File: src/psc_regs.svh
// Constants, timing counts and behaviour summary for the protection stage core
// Behaviour
// - At most about thirty stages enabled together; limit depends on load and type.
// - Four setting groups per stage, exactly one active at a time.
// - No group control input active selects the idle group setting.
// - A group input becoming active makes its group the active one.
// - With hold-last set, lost control keeps the last active group.
// - Several inputs active: ascending order lowest wins, descending order highest wins.
// - Global override forces a group only where no local control is configured.
// - Stage reports exactly one of idle, blocked, start, trip.
// - Start and trip counters count each event and clear on reboot; a start entered from blocked is not counted.
// - Forcing flag allows forcing start or trip for half a second.
// - Forcing flag clears five minutes after last push-button activity.
// - Forcing flag also permits forcing digital and analogue outputs.
// - Start at fault detect; trip only when operate delay expires with fault.
// - Fault holds until measured value drops below threshold minus hysteresis.
// - A blocked stage never trips.
// - Blocking freezes delay timer; resumes on unblock, abandoned if fault clears.
// - Blocking after trip does not affect the trip output.
// - Dependent mode: larger quantity trips sooner; accumulation restarts below start.
// - Definite mode: timer runs from activation, trips at delay, resets if deactivated.
// - Zero definite delay rejected unless zero-delay permission is set.
// - Fault clearing noticed within less than fifty milliseconds.
// - Outputs release after reset delay unless latched; delay under 95 ms.
`ifndef PSC_REGS_SVH
`define PSC_REGS_SVH
`define PSC_CLK_MHZ        250
`define PSC_TICK_CYCLES    (`PSC_CLK_MHZ * 1000)
`define PSC_FORCE_MS       500
`define PSC_FLAG_TIMEOUT_S 300
`define PSC_FLAG_MS        (`PSC_FLAG_TIMEOUT_S * 1000)
`define PSC_RESET_MS       90
`define PSC_MAX_STAGES     30
`define PSC_DEP_SCALE      16'h0100
`define PSC_DEP_FRAC       8
`endif

File: src/psc_pkg.sv
// Types shared by the protection stage core
package psc_pkg;
  typedef enum logic [1:0] {
    PSC_IDLE    = 2'b00,
    PSC_START   = 2'b01,
    PSC_TRIP    = 2'b11,
    PSC_BLOCKED = 2'b10
  } psc_state_t;

  typedef struct packed {
    logic [1:0] idle_group_select;
    logic       hold_last;
    logic       group_priority_order;
    logic       override_en;
    logic [1:0] global_group_override;
    logic       dependent_mode;
    logic       accept_zero_delay;
    logic       latch_en;
  } psc_cfg_t;

  typedef struct packed {
    logic start;
    logic trip;
  } psc_out_t;
endpackage

File: src/psc_core.sv
// Protection stage core: group select, state, timers, forcing and counters
`timescale 1ns/1ps
`include "psc_regs.svh"
module psc_core import psc_pkg::*; #(
  parameter int TICK_CYCLES = `PSC_TICK_CYCLES,
  parameter int FLAG_MS     = `PSC_FLAG_MS,
  parameter int FORCE_MS    = `PSC_FORCE_MS,
  parameter int RESET_MS    = `PSC_RESET_MS,
  parameter int DW          = 20,
  parameter int CW          = 16
) (
  // Clock and reset
  input  wire logic            mclk,
  input  wire logic            rstn,
  // Configuration
  input  wire psc_cfg_t        cfg,
  input  wire logic [3:0]      group_input_assign,
  input  wire logic [4*DW-1:0] op_delay_ms,
  input  wire logic [15:0]     level_ratio,
  // Field inputs
  input  wire logic            digital_input_1,
  input  wire logic            digital_input_2,
  input  wire logic            digital_input_3,
  input  wire logic            digital_input_4,
  input  wire logic            pushbutton,
  // Comparators and blocking
  input  wire logic            above_start,
  input  wire logic            above_release,
  input  wire logic            block,
  // Test forcing
  input  wire logic            force_flag_set,
  input  wire logic            force_start_req,
  input  wire logic            force_trip_req,
  // Outputs
  output psc_out_t             stage_out,
  output psc_state_t           stage_state,
  output logic [1:0]           active_group,
  output logic                 force_flag,
  output logic                 output_force_en,
  output logic                 setting_error,
  output logic [CW-1:0]        start_count,
  output logic [CW-1:0]        trip_count
);

  // ---------------------------------------------------------------------
  // Input synchronisers
  // ---------------------------------------------------------------------
  // Push-button is a front-panel pin, so it is filtered like the others
  localparam int NS = 8;
  logic [NS-1:0] s1_q, s2_q, s3_q, in_q;
  logic [NS-1:0] raw;
  assign raw = {pushbutton, block, above_release, above_start,
                digital_input_4, digital_input_3, digital_input_2, digital_input_1};
  always_ff @(posedge mclk) begin
    if (!rstn) begin
      s1_q <= '0;
      s2_q <= '0;
      s3_q <= '0;
      in_q <= '0;
    end else begin
      s1_q <= raw[NS-1:0];
      s2_q <= s1_q;
      s3_q <= s2_q;
      for (int i = 0; i < NS; i++) begin
        if (s2_q[i] == s3_q[i]) begin
          in_q[i] <= s3_q[i];
        end
      end
    end
  end
  logic [3:0] di;
  logic       pb, blk, f_rel, f_start;
  assign di      = in_q[3:0];
  assign f_start = in_q[4];
  assign f_rel   = in_q[5];
  assign blk     = in_q[6];
  assign pb      = in_q[7];

  // ---------------------------------------------------------------------
  // Millisecond tick
  // ---------------------------------------------------------------------
  logic [31:0] tick_cnt_q;
  logic        tick_q;
  always_ff @(posedge mclk) begin
    if (!rstn) begin
      tick_cnt_q <= '0;
      tick_q     <= 1'b0;
    end else if (tick_cnt_q == 32'(TICK_CYCLES - 1)) begin
      tick_cnt_q <= '0;
      tick_q     <= 1'b1;
    end else begin
      tick_cnt_q <= tick_cnt_q + 32'h1;
      tick_q     <= 1'b0;
    end
  end

  // ---------------------------------------------------------------------
  // Setting group selection
  // ---------------------------------------------------------------------
  logic [3:0] grp_act;
  logic [1:0] grp_d, grp_q, prio_grp;
  logic       local_ctl;
  assign grp_act   = di & group_input_assign;
  assign local_ctl = |group_input_assign;
  always_comb begin
    prio_grp = 2'h0;
    if (cfg.group_priority_order) begin
      for (int i = 0; i < 4; i++) begin
        if (grp_act[i]) prio_grp = 2'(i);
      end
    end else begin
      for (int i = 3; i >= 0; i--) begin
        if (grp_act[i]) prio_grp = 2'(i);
      end
    end
  end
  always_comb begin
    if (!local_ctl && cfg.override_en) begin
      grp_d = cfg.global_group_override;
    end else if (|grp_act) begin
      grp_d = prio_grp;
    end else if (cfg.hold_last) begin
      grp_d = grp_q;
    end else begin
      grp_d = cfg.idle_group_select;
    end
  end
  always_ff @(posedge mclk) begin
    if (!rstn) begin
      grp_q <= 2'h0;
    end else begin
      grp_q <= grp_d;
    end
  end

  // ---------------------------------------------------------------------
  // Fault with hysteresis
  // ---------------------------------------------------------------------
  logic fault_q;
  always_ff @(posedge mclk) begin
    if (!rstn) begin
      fault_q <= 1'b0;
    end else if (f_start) begin
      fault_q <= 1'b1;
    end else if (!f_rel) begin
      fault_q <= 1'b0;
    end
  end

  // ---------------------------------------------------------------------
  // Operate delay
  // ---------------------------------------------------------------------
  logic [DW-1:0] dly;
  logic          zero_bad;
  logic [31:0]   acc_q, target;
  assign dly      = op_delay_ms[grp_q*DW +: DW];
  assign zero_bad = (dly == '0) && !cfg.accept_zero_delay && !cfg.dependent_mode;
  // Dependent target scales delay by start/measured ratio
  assign target = cfg.dependent_mode ?
                  32'((64'(dly) * 64'(level_ratio)) >> `PSC_DEP_FRAC) : 32'(dly);
  logic op_done;
  assign op_done = (acc_q >= target) && !zero_bad;

  psc_state_t st_q;
  always_ff @(posedge mclk) begin
    if (!rstn) begin
      acc_q <= '0;
    end else if (!fault_q) begin
      acc_q <= '0;
    end else if (cfg.dependent_mode && !f_start) begin
      // Dependent accumulation restarts below the start level
      acc_q <= '0;
    end else if (tick_q && !blk && st_q == PSC_START) begin
      acc_q <= acc_q + 32'h1;
    end
  end

  // ---------------------------------------------------------------------
  // Forcing flag and forced status
  // ---------------------------------------------------------------------
  logic [31:0] flag_cnt_q;
  logic [15:0] frc_cnt_q;
  logic        flag_q, frc_s_q, frc_t_q;
  always_ff @(posedge mclk) begin
    if (!rstn) begin
      flag_q     <= 1'b0;
      flag_cnt_q <= '0;
    end else if (force_flag_set) begin
      flag_q     <= 1'b1;
      flag_cnt_q <= '0;
    end else if (flag_q && pb) begin
      flag_cnt_q <= '0;
    end else if (flag_q && tick_q) begin
      if (flag_cnt_q == 32'(FLAG_MS - 1)) begin
        flag_q <= 1'b0;
      end
      flag_cnt_q <= flag_cnt_q + 32'h1;
    end
  end
  always_ff @(posedge mclk) begin
    if (!rstn) begin
      frc_s_q   <= 1'b0;
      frc_t_q   <= 1'b0;
      frc_cnt_q <= '0;
    end else if (flag_q && (force_start_req || force_trip_req)) begin
      frc_s_q   <= 1'b1;
      frc_t_q   <= force_trip_req;
      frc_cnt_q <= '0;
    end else if (!flag_q) begin
      frc_s_q <= 1'b0;
      frc_t_q <= 1'b0;
    end else if (tick_q && frc_s_q) begin
      if (frc_cnt_q == 16'(FORCE_MS - 1)) begin
        frc_s_q <= 1'b0;
        frc_t_q <= 1'b0;
      end
      frc_cnt_q <= frc_cnt_q + 16'h1;
    end
  end

  // ---------------------------------------------------------------------
  // Stage state machine
  // ---------------------------------------------------------------------
  psc_state_t st_d;
  always_comb begin
    st_d = st_q;
    case (st_q)
      PSC_IDLE: begin
        if (fault_q && blk) st_d = PSC_BLOCKED;
        else if (fault_q) st_d = PSC_START;
      end
      PSC_START: begin
        if (!fault_q) st_d = PSC_IDLE;
        else if (blk) st_d = PSC_BLOCKED;
        else if (op_done) st_d = PSC_TRIP;
      end
      PSC_BLOCKED: begin
        if (!fault_q) st_d = PSC_IDLE;
        else if (!blk) st_d = PSC_START;
      end
      PSC_TRIP: begin
        if (!fault_q) st_d = PSC_IDLE;
      end
      default: st_d = PSC_IDLE;
    endcase
  end
  always_ff @(posedge mclk) begin
    if (!rstn) begin
      st_q <= PSC_IDLE;
    end else begin
      st_q <= st_d;
    end
  end

  // ---------------------------------------------------------------------
  // Reset delay and outputs
  // ---------------------------------------------------------------------
  logic [15:0] rel_cnt_q;
  logic        hs_q, ht_q;
  always_ff @(posedge mclk) begin
    if (!rstn) begin
      hs_q      <= 1'b0;
      ht_q      <= 1'b0;
      rel_cnt_q <= '0;
    end else if (st_q == PSC_START || st_q == PSC_TRIP) begin
      hs_q      <= 1'b1;
      ht_q      <= ht_q | (st_q == PSC_TRIP);
      rel_cnt_q <= '0;
    end else if ((hs_q || ht_q) && !cfg.latch_en && tick_q) begin
      if (rel_cnt_q == 16'(RESET_MS - 1)) begin
        hs_q <= 1'b0;
        ht_q <= 1'b0;
      end
      rel_cnt_q <= rel_cnt_q + 16'h1;
    end
  end
  always_ff @(posedge mclk) begin
    if (!rstn) begin
      stage_out       <= '0;
      stage_state     <= PSC_IDLE;
      active_group    <= 2'h0;
      force_flag      <= 1'b0;
      output_force_en <= 1'b0;
      setting_error   <= 1'b0;
    end else begin
      stage_out.start <= hs_q | frc_s_q;
      stage_out.trip  <= ht_q | frc_t_q;
      stage_state     <= frc_t_q ? PSC_TRIP : (frc_s_q ? PSC_START : st_q);
      active_group    <= grp_q;
      force_flag      <= flag_q;
      output_force_en <= flag_q;
      setting_error   <= zero_bad;
    end
  end

  // ---------------------------------------------------------------------
  // Start and trip counters
  // ---------------------------------------------------------------------
  always_ff @(posedge mclk) begin
    if (!rstn) begin
      start_count <= '0;
      trip_count  <= '0;
    end else begin
      if (st_q != PSC_START && st_d == PSC_START && st_q != PSC_BLOCKED) begin
        start_count <= start_count + 1'b1;
      end
      if (st_q != PSC_TRIP && st_d == PSC_TRIP) begin
        trip_count <= trip_count + 1'b1;
      end
    end
  end
  // One instance per stage; up to the enabled-stage limit in a system
endmodule

File: config.mk
export PLATFORM = sky130hd
export DESIGN_NAME = psc_core
export DESIGN_NICKNAME = d
export VERILOG_FILES = /design/src/psc_pkg.sv /design/src/psc_core.sv
export VERILOG_INCLUDE_DIRS = /design/src /design/src/src
export SDC_FILE = /design/constraint.sdc
export NUM_CORES = 1
export LEC_CHECK = 0
export CORE_UTILIZATION = 40
export CTS_BUF_LIST = sky130_fd_sc_hd__clkbuf_8
export CTS_CLUSTER_SIZE = 30
export DETAILED_ROUTE_END_ITERATION = 10
export DONT_BUFFER_PORTS = 1
export PLACE_DENSITY = 0.6
export SLEW_MARGIN = 20
export SYNTH_ARGS = -nofsm -noshare
export SYNTH_HDL_FRONTEND = slang
export SYNTH_SLANG_ARGS = --single-unit
File: constraint.sdc
create_clock -name mclk -period 11.1 [get_ports mclk]
set_input_delay 0.555 -clock mclk [delete_from_list [all_inputs] [get_ports mclk]]
set_output_delay 0.555 -clock mclk [all_outputs]
set_load 0.02 [all_outputs]
== Word-level counts from Yosys, hierarchy flattened ==
Index checks and enable logic that the tools add are counted.

* Register bits: 211
* Word-level logic and storage cells: 158

* Shifts and indexed selects: 1
* Order comparisons: 1
* Multiply operators: 2
* Add/subtract/negate cells: 7
* Bitwise gates (word level): 6
* Reductions and logical operators: 44
* Equality and inequality tests: 25
* Muxes and demuxes: 39

{| class="wikitable"
|+ Operator list
! operator !! count
|-
| $add 32x1->32 const B || 3
|-
| $shiftx 80x8->20 || 1
|-
| $add 16x1->16 const B || 4
|-
| $mux 2 || 20
|-
| $mul 20x16->36 || 1
|-
| $eq 32x18->1 const B || 1
|-
| $eq 32x19->1 const B || 1
|-
| $ge 32x28->1 || 1
|-
| $mux 28 || 1
|-
| $logic_not 20->1 || 1
|-
| $logic_and 1x1->1 || 17
|-
| $mux 1 || 17
|-
| $eq 16x7->1 const B || 1
|-
| $eq 16x9->1 const B || 1
|-
| $ne 3x1->1 const B || 3
|-
| $eq 1x1->1 || 8
|-
| $ne 2x2->1 const B || 4
|-
| $pmux 2 s4 || 1
|-
| $reduce_bool 2->1 || 4
|-
| $reduce_or 4->1 || 2
|-
| $logic_not 1->1 || 7
|-
| $eq 2x2->1 const B || 3
|-
| $reduce_and 2->1 || 3
|-
| $reduce_or 2->1 || 3
|-
| 10 further kinds || 17
|}

== Logic depth before layout (Yosys ltp) ==
Gate-level depths: netlist of the first run.

* Word-level depth: 14
* Gate-level depth with buffers: 40
* Depth with buffers taken out: 36

== Least setup slack after synthesis of the first run ==
No wires, ideal clock.

* Path kind: reg2reg
* From: reg grp_q[0]
* To: reg trip_count[8]
* Buffers on the path: 4
* Required time: 11.029 ns
* Clock period less this slack: 9.011 ns
* Stages on the path, launching flop included: 32
* Setup time: 0.071 ns
* Arrival: 8.940 ns
* Slack: 2.089 ns
* Cell sequence: dfxtp_1 -> buf_6 -> buf_4 -> buf_4 -> mux4_2 -> clkbuf_1 -> and2_1 -> fa_1 -> fa_1 -> fa_1 -> fa_1 -> fa_1 -> inv_1 -> fa_1 -> inv_1 -> ha_1 -> a21o_1 -> a21o_1 -> a21o_1 -> nor3_1 -> a21oi_2 -> a31oi_1 -> o21ai_0 -> xor2_1 -> nand2_1 -> ha_1 -> nand4_1 -> or4_1 -> o21ai_1 -> nand4_1 -> or4_1 -> a21oi_1

* Longest elaborated chain between the ends: 13

{| class="wikitable"
|+ Ends and longest elaborated chain
! item !! line !! RTL
|-
| start: declaration || psc_core.sv:101 || <nowiki>logic [1:0] grp_d, grp_q, prio_grp;</nowiki>
|-
| start signal: assignment || psc_core.sv:132 || <nowiki>grp_q <= grp_d;</nowiki>
|-
| $mul 2x3->5 (*) || psc_core.sv:156 || <nowiki>assign dly = op_delay_ms[grp_q*DW +: DW];</nowiki>
|-
| $shiftx 80x8->20 (*) || psc_core.sv:156 ||
|-
| parallel branches: the longest is 4 deep, another holds $mul 20x16->36 || - ||
|-
| $logic_and 1x1->1 (*) || psc_core.sv:162 || <nowiki>assign op_done = (acc_q >= target) && !zero_bad;</nowiki>
|-
| $mux 2 (*) || psc_core.sv:235 || <nowiki>else if (op_done) st_d = PSC_TRIP;</nowiki>
|-
| $mux 2 (*) || psc_core.sv:234 || <nowiki>else if (blk) st_d = PSC_BLOCKED;</nowiki>
|-
| $mux 2 (*) || psc_core.sv:233 || <nowiki>if (!fault_q) st_d = PSC_IDLE;</nowiki>
|-
| $pmux 2 s4 (*) || psc_core.sv:227 || <nowiki>case (st_q)</nowiki>
|-
| $eq 2x2->1 (*) || psc_core.sv:307 || <nowiki>if (st_q != PSC_TRIP && st_d == PSC_TRIP) begin</nowiki>
|-
| $logic_and 1x1->1 (*) || psc_core.sv:307 ||
|-
| end signal: assignment || psc_core.sv:308 || <nowiki>trip_count <= trip_count + 1'b1;</nowiki>
|-
| end: declaration || psc_core.sv:42 || <nowiki>output logic [CW-1:0] trip_count</nowiki>
|}

Every way passes the cells marked *.
A chain may end at the register's enable or synchronous reset.

== Worst setup path after layout of the first run ==
* From: reg grp_q[0]
* To: reg trip_count[5]

Same word-level chain as after synthesis.

==> results of run 1 <==
[final timing paths]
path / depth (start not counted) / slack [ps] / start / endpoint
worst max-delay path: 30 / 760 / grp_q[0] / trip_count[5]
worst min-delay path: 2 / 140 / force_trip_req / frc_t_q
worst max register to register: 30 / 760 / grp_q[0] / trip_count[5]
worst min register to register: 1 / 440 / s1_q[7] / s2_q[7]
[routing by layer]
layer	track usage	vias up
met2	0.344	398
met4	0.0654	6
met5	0	-
met1	0.259	7686
li1	-	7377
met3	0.0518	83
[cells in the final DEF (no fill, tap or decap), types with 9 or more instances in the layout]
| master | instances |
|---|---|
| inv_1 | 319 |
| nand2_1 | 305 |
| fa_1 | 249 |
| dfxtp_1 | 210 |
| nor2_1 | 181 |
| and2_1 | 165 |
| ha_1 | 141 |
| xor2_1 | 97 |
| a21oi_1 | 71 |
| nand3_1 | 63 |
| xnor2_1 | 51 |
| o21ai_0 | 49 |
| nand4_1 | 41 |
| clkbuf_8 | 40 |
| and3_1 | 32 |
| a21o_1 | 26 |
| or3_1 | 26 |
| mux2i_1 | 25 |
| nor3_1 | 21 |
| mux4_2 | 19 |
| nor4_1 | 19 |
| nand2b_1 | 14 |
| and4_1 | 13 |
| o21bai_1 | 12 |
| a211oi_1 | 9 |
[state kept, by name (all words and copies together) (netlist names), 8 cells and up]
register,flops
trip_count,16
s1_q,8
s3_q,8
in_q,8
tick_cnt_q,32
frc_cnt_q,16
acc_q,32
rel_cnt_q,16
flag_cnt_q,32
s2_q,8
start_count,16
[area by class of cell]
class                      count  area (um2)
fill                        4951       28700
multi-input combinational   1707       14500
sequential                   211        4230
inverter                     311        1170
tap                          672         841
clock buffer                  40         551
clock inverter                18         111
timing repair buffer           7        60.1
antenna                        5        12.5
[through the flow]
stage           util  worst slack, ps  hold WS (ps)  area [um2]
2_1_floorplan      -             2090           412       20300
3_3_place_gp   0.415              934           417       20800
3_5_place_dp   0.415              789           422       20800
4_1_cts        0.428              746           110       21500
5_1_grt        0.428             88.5           119       21500
6_report       0.429              759           142       21500
[critical path: cells and delay by family, from the launching register on]
family	cells	cell delay, ps
flops	1	520
buf+inv	5	630
fa+ha+maj	8	3760
simple gates	6	1990
compound gates	9	2360
xor+xnor	1	170
mux	1	800
[logic make-up (layout without fill, tap and decap cells)]
family / count (synthesis) / in the layout
simple gates: 908 / 908
buf+inv: 409 / 376
fa+ha+maj: 390 / 390
compound gates: 215 / 215
flops: 211 / 211
xor+xnor: 148 / 148
mux: 46 / 46
other cells: 0 / 5
==> qor.yml, run 1 <==
portBuffers: 0
grt_pass1_vias: 16300
grt_pass1_wl_um: 84400
yosysTopAreaCell: "fa_1"
endpoint_kind: "flip-flop"
gp_congestion: 0.881
skew_ps: 21.8
arrival_ps: 10790
drtIter0Drc: 730
netlist-cell-type-count: 65
synthSimpleGateAreaFrac: 0.218
final.period_utilization: 0.932
critPathKind: "reg2reg"
via_count: 15600
synthTopCellsByArea: "fa_1, dfxtp_1, ha_1"
core_um2: 50200
gr-total-overflow: 0
ctsHoldBuffers: 0
wl_met3_um: 3980
clock-sinks: 211
synth-edff-count: 0
required_ps: 11550
path_common_cell: "fa_1"
yosysTopAreaCellShare: 0.245
die_y_um: 227
fin_cells: 2971
post_cts_resized: 0
synth_compound_area_frac: 0.0664
cts_root_buf: "clkbuf_8"
die-area_um2: 51700
h-tree-depth: 2
rsz0062_at_grt: "false"
muxShareOfSynthArea: 0.0345
holdCritPathClass: "in2reg"
max_stage_delay_ps: 800
ys_ff_latch: 211
crit_fanout: 22
initial_core_util: 0.405
synth_fa_ha_area_frac: 0.332
place_inst: 2908
fmax_mhz: 96.7
clock_path_buffers: 3
first_pass_iters: 5
antenna_found_initial: 8
num_rows: 82
viasPerCell: 5.23
hold_viol_final: 0
cts_tree: "yes"
die_w_um: 227
area_growth_pct: 5.81
syn_area_per_cell_um2: 8.73
track_usage: 0.206
synth-xor-area-share: 0.0638
status: "finished, final reports clean"
wl_per_cell_um: 17.0
synth_top_family_by_area: "adder cells"
ys_seq_area_frac: 0.208
top_layer: "met5"
relSlewSlack: 0.316
worstMarginPinSlew_ps: 1030
cap_violations: 0
ant_nets: 0
fin_nets: 2785
tns_ps: 0
syn_nets: 2840
drc: 0
wl_met1_um: 21200
synth_area_um2: 20300
grt_max_degree: 53
wl_met2_um: 23900
setup_viol: 0
ios: 164
yosysWarnings: 0
path_clk_slew_ps: 60
ys_top_cells_by_count: "inv_1, nand2_1, fa_1, dfxtp_1, nor2_1"
synth_top_flop_cell: "dfxtp_1"
clk-insertion-delay-late_ps: 530
postCtsSetupBuffers: 0
yosysMostFrequentCell: "inv_1"
hpwl_um: 38300
slew_viol_final: 0
cts_inserted_buffers: 34
drive_above_1_share: 0.0379
wl_um: 50400
cp-start-kind: "flip-flop"
postSynth.asyncResetShare: 0
min_period_ps: 10340
crit_slowest_cell: "mux4_2"
netlist_instances: 2327
Power of run 1 is not shown: default switching activity piles up to over one toggle a cycle in this logic, so the estimate is an artifact.
==> run 2, diff against run 1 <==
CORE_ASPECT_RATIO = 0.7   (was default)
==> qor.yml, run 2 (same netlist as run 1, synthesis figures left out) <==
ios: 164  # unchanged
worstMarginPinSlew_ps: 1020  # was 1030 ps
path_clk_slew_ps: 70  # was 60 ps
core_um2: 49700  # was 50,200 um2
arrival_ps: 10710  # was 10,790 ps
critPathKind: "reg2reg"  # unchanged
startpoint: "grp_q[0]"  # unchanged
grt_max_degree: 53  # unchanged
most-common-layout-cells: "inv_1, nand2_1, fa_1"  # unchanged
antenna_found_initial: 0  # was 8
drtIter0Drc: 924  # was 730
hold_ws_ps: 109  # was 142 ps
fmax_mhz: 97.9  # was 96.7 MHz
cp-endpoint: "trip_count[5]"  # unchanged
min_period_ps: 10220  # was 10,340 ps
wl_um: 50900  # was 50,400 um
track_usage: 0.200  # was 0.206
ant_nets: 0  # unchanged
r2r-start: "grp_q[0]"  # unchanged
num_rows: 68  # was 82
grt_pass1_wl_um: 84000  # was 84,400 um
max_stage_delay_ps: 800  # about the same
endpoint_kind: "flip-flop"  # unchanged
rsz0062_at_grt: "false"  # unchanged
skew_ps: 20.7  # was 21.8 ps
final_common_cell: "inv_1"  # unchanged
status: "finished, final reports clean"  # unchanged
relSlewSlack: 0.322  # was 0.316
gr-total-overflow: 0  # unchanged
holdCritPathClass: "in2reg"  # unchanged
fin_nets: 2781  # was 2,785
crit_fanout: 22  # unchanged
area_growth_pct: 5.16  # was 5.81%
reg_top3: "acc_q: 32 flops, flag_cnt_q: 32 flops, tick_cnt_q: 32 flops"  # unchanged
top_layer: "met4"  # was met5
ctsHoldBuffers: 0  # unchanged
cp-start-kind: "flip-flop"  # unchanged
cts_root_buf: "clkbuf_8"  # unchanged
grt_pass1_vias: 16000  # was 16,300
final.period_utilization: 0.921  # was 0.932
post_cts_resized: 0  # unchanged
hold_viol_final: 0  # unchanged
drive_above_1_share: 0.0332  # was 0.0379
required_ps: 11590  # was 11,550 ps
slew_viol_final: 0  # unchanged
antennaDiodeCount: 0  # was 5
viasPerCell: 5.30  # was 5.23
portBuffers: 0  # unchanged
clock_path_buffers: 3  # unchanged
clk-insertion-delay-late_ps: 570  # was 530 ps
clock-sinks: 211  # unchanged
drc: 0  # unchanged
die_y_um: 191  # was 227 um
die_w_um: 271  # was 227 um
cts_inserted_buffers: 29  # was 34
path_common_cell: "fa_1"  # unchanged
wl_met2_um: 22500  # was 23,900 um
first_pass_iters: 6  # was 5
die-area_um2: 51700  # about the same
gp_congestion: 0.876  # was 0.881
initial_core_util: 0.409  # was 0.405
tns_ps: 0  # unchanged
hpwl_um: 38200  # was 38,300 um
wl_met1_um: 24400  # was 21,200 um
cts_tree: "yes"  # unchanged
hp-start: "force_flag_set"  # was force_trip_req
postCtsSetupBuffers: 0  # unchanged
setup_viol: 0  # unchanged
crit_slowest_cell: "mux4_2"  # unchanged
cap_violations: 0  # unchanged
worstRegToRegCells: 30  # unchanged
rr_endpoint: "trip_count[5]"  # unchanged
reg2reg_slack_ps: 880  # was 760 ps
wl_per_cell_um: 17.2  # was 17.0 um
wl_met3_um: 3230  # was 3980 um
via_count: 15600  # about the same
h-tree-depth: 1  # was 2
-- run 2: final cells by class --
class,instances,area (um2)
clock inverter,16,68.8
tap,665,832
clock buffer,34,468
fill,4883,28300
inverter,311,1170
sequential,211,4230
multi-input combinational,1707,14500
timing repair buffer,8,75.1
-- run 2: critical path: cells and delay by family, from the launching register on --
family | cells | cell delay (ps)
fa+ha+maj | 8 | 3690
compound gates | 8 | 2270
simple gates | 6 | 1980
mux | 1 | 800
buf+inv | 6 | 640
flops | 1 | 560
xor+xnor | 1 | 180
-- run 2: routing by layer --
layer | track usage | vias up
li1 | - | 7359
met1 | 0.287 | 7742
met2 | 0.316 | 467
met3 | 0.0380 | 74
met4 | 0.0322 | 0
met5 | 0 | -
-- run 2: through the flow --
step	worst slack, ps	utilization	instances	cell area (um2)
6_report	881	0.430	2952	21400
4_1_cts	878	0.430	2952	21400
5_1_grt	292	0.430	2952	21400
2_1_floorplan	2090	-	2327	20300
3_5_place_dp	904	0.419	2902	20800
3_3_place_gp	1130	0.419	2900	20800
-- run 2: worst min path at each step --
stage | endpoint | slack (ps) | cells past startpoint
2_1_floorplan | s2_q[0] | 410 | 1
3_3_place_gp | s2_q[1] | 420 | 1
3_5_place_dp | s2_q[1] | 420 | 1
4_1_cts | flag_q | 60 | 2
5_1_grt | s1_q[5] | 70 | 1
6_report | flag_q | 110 | 2
Power of run 2 is left out for the same reason.
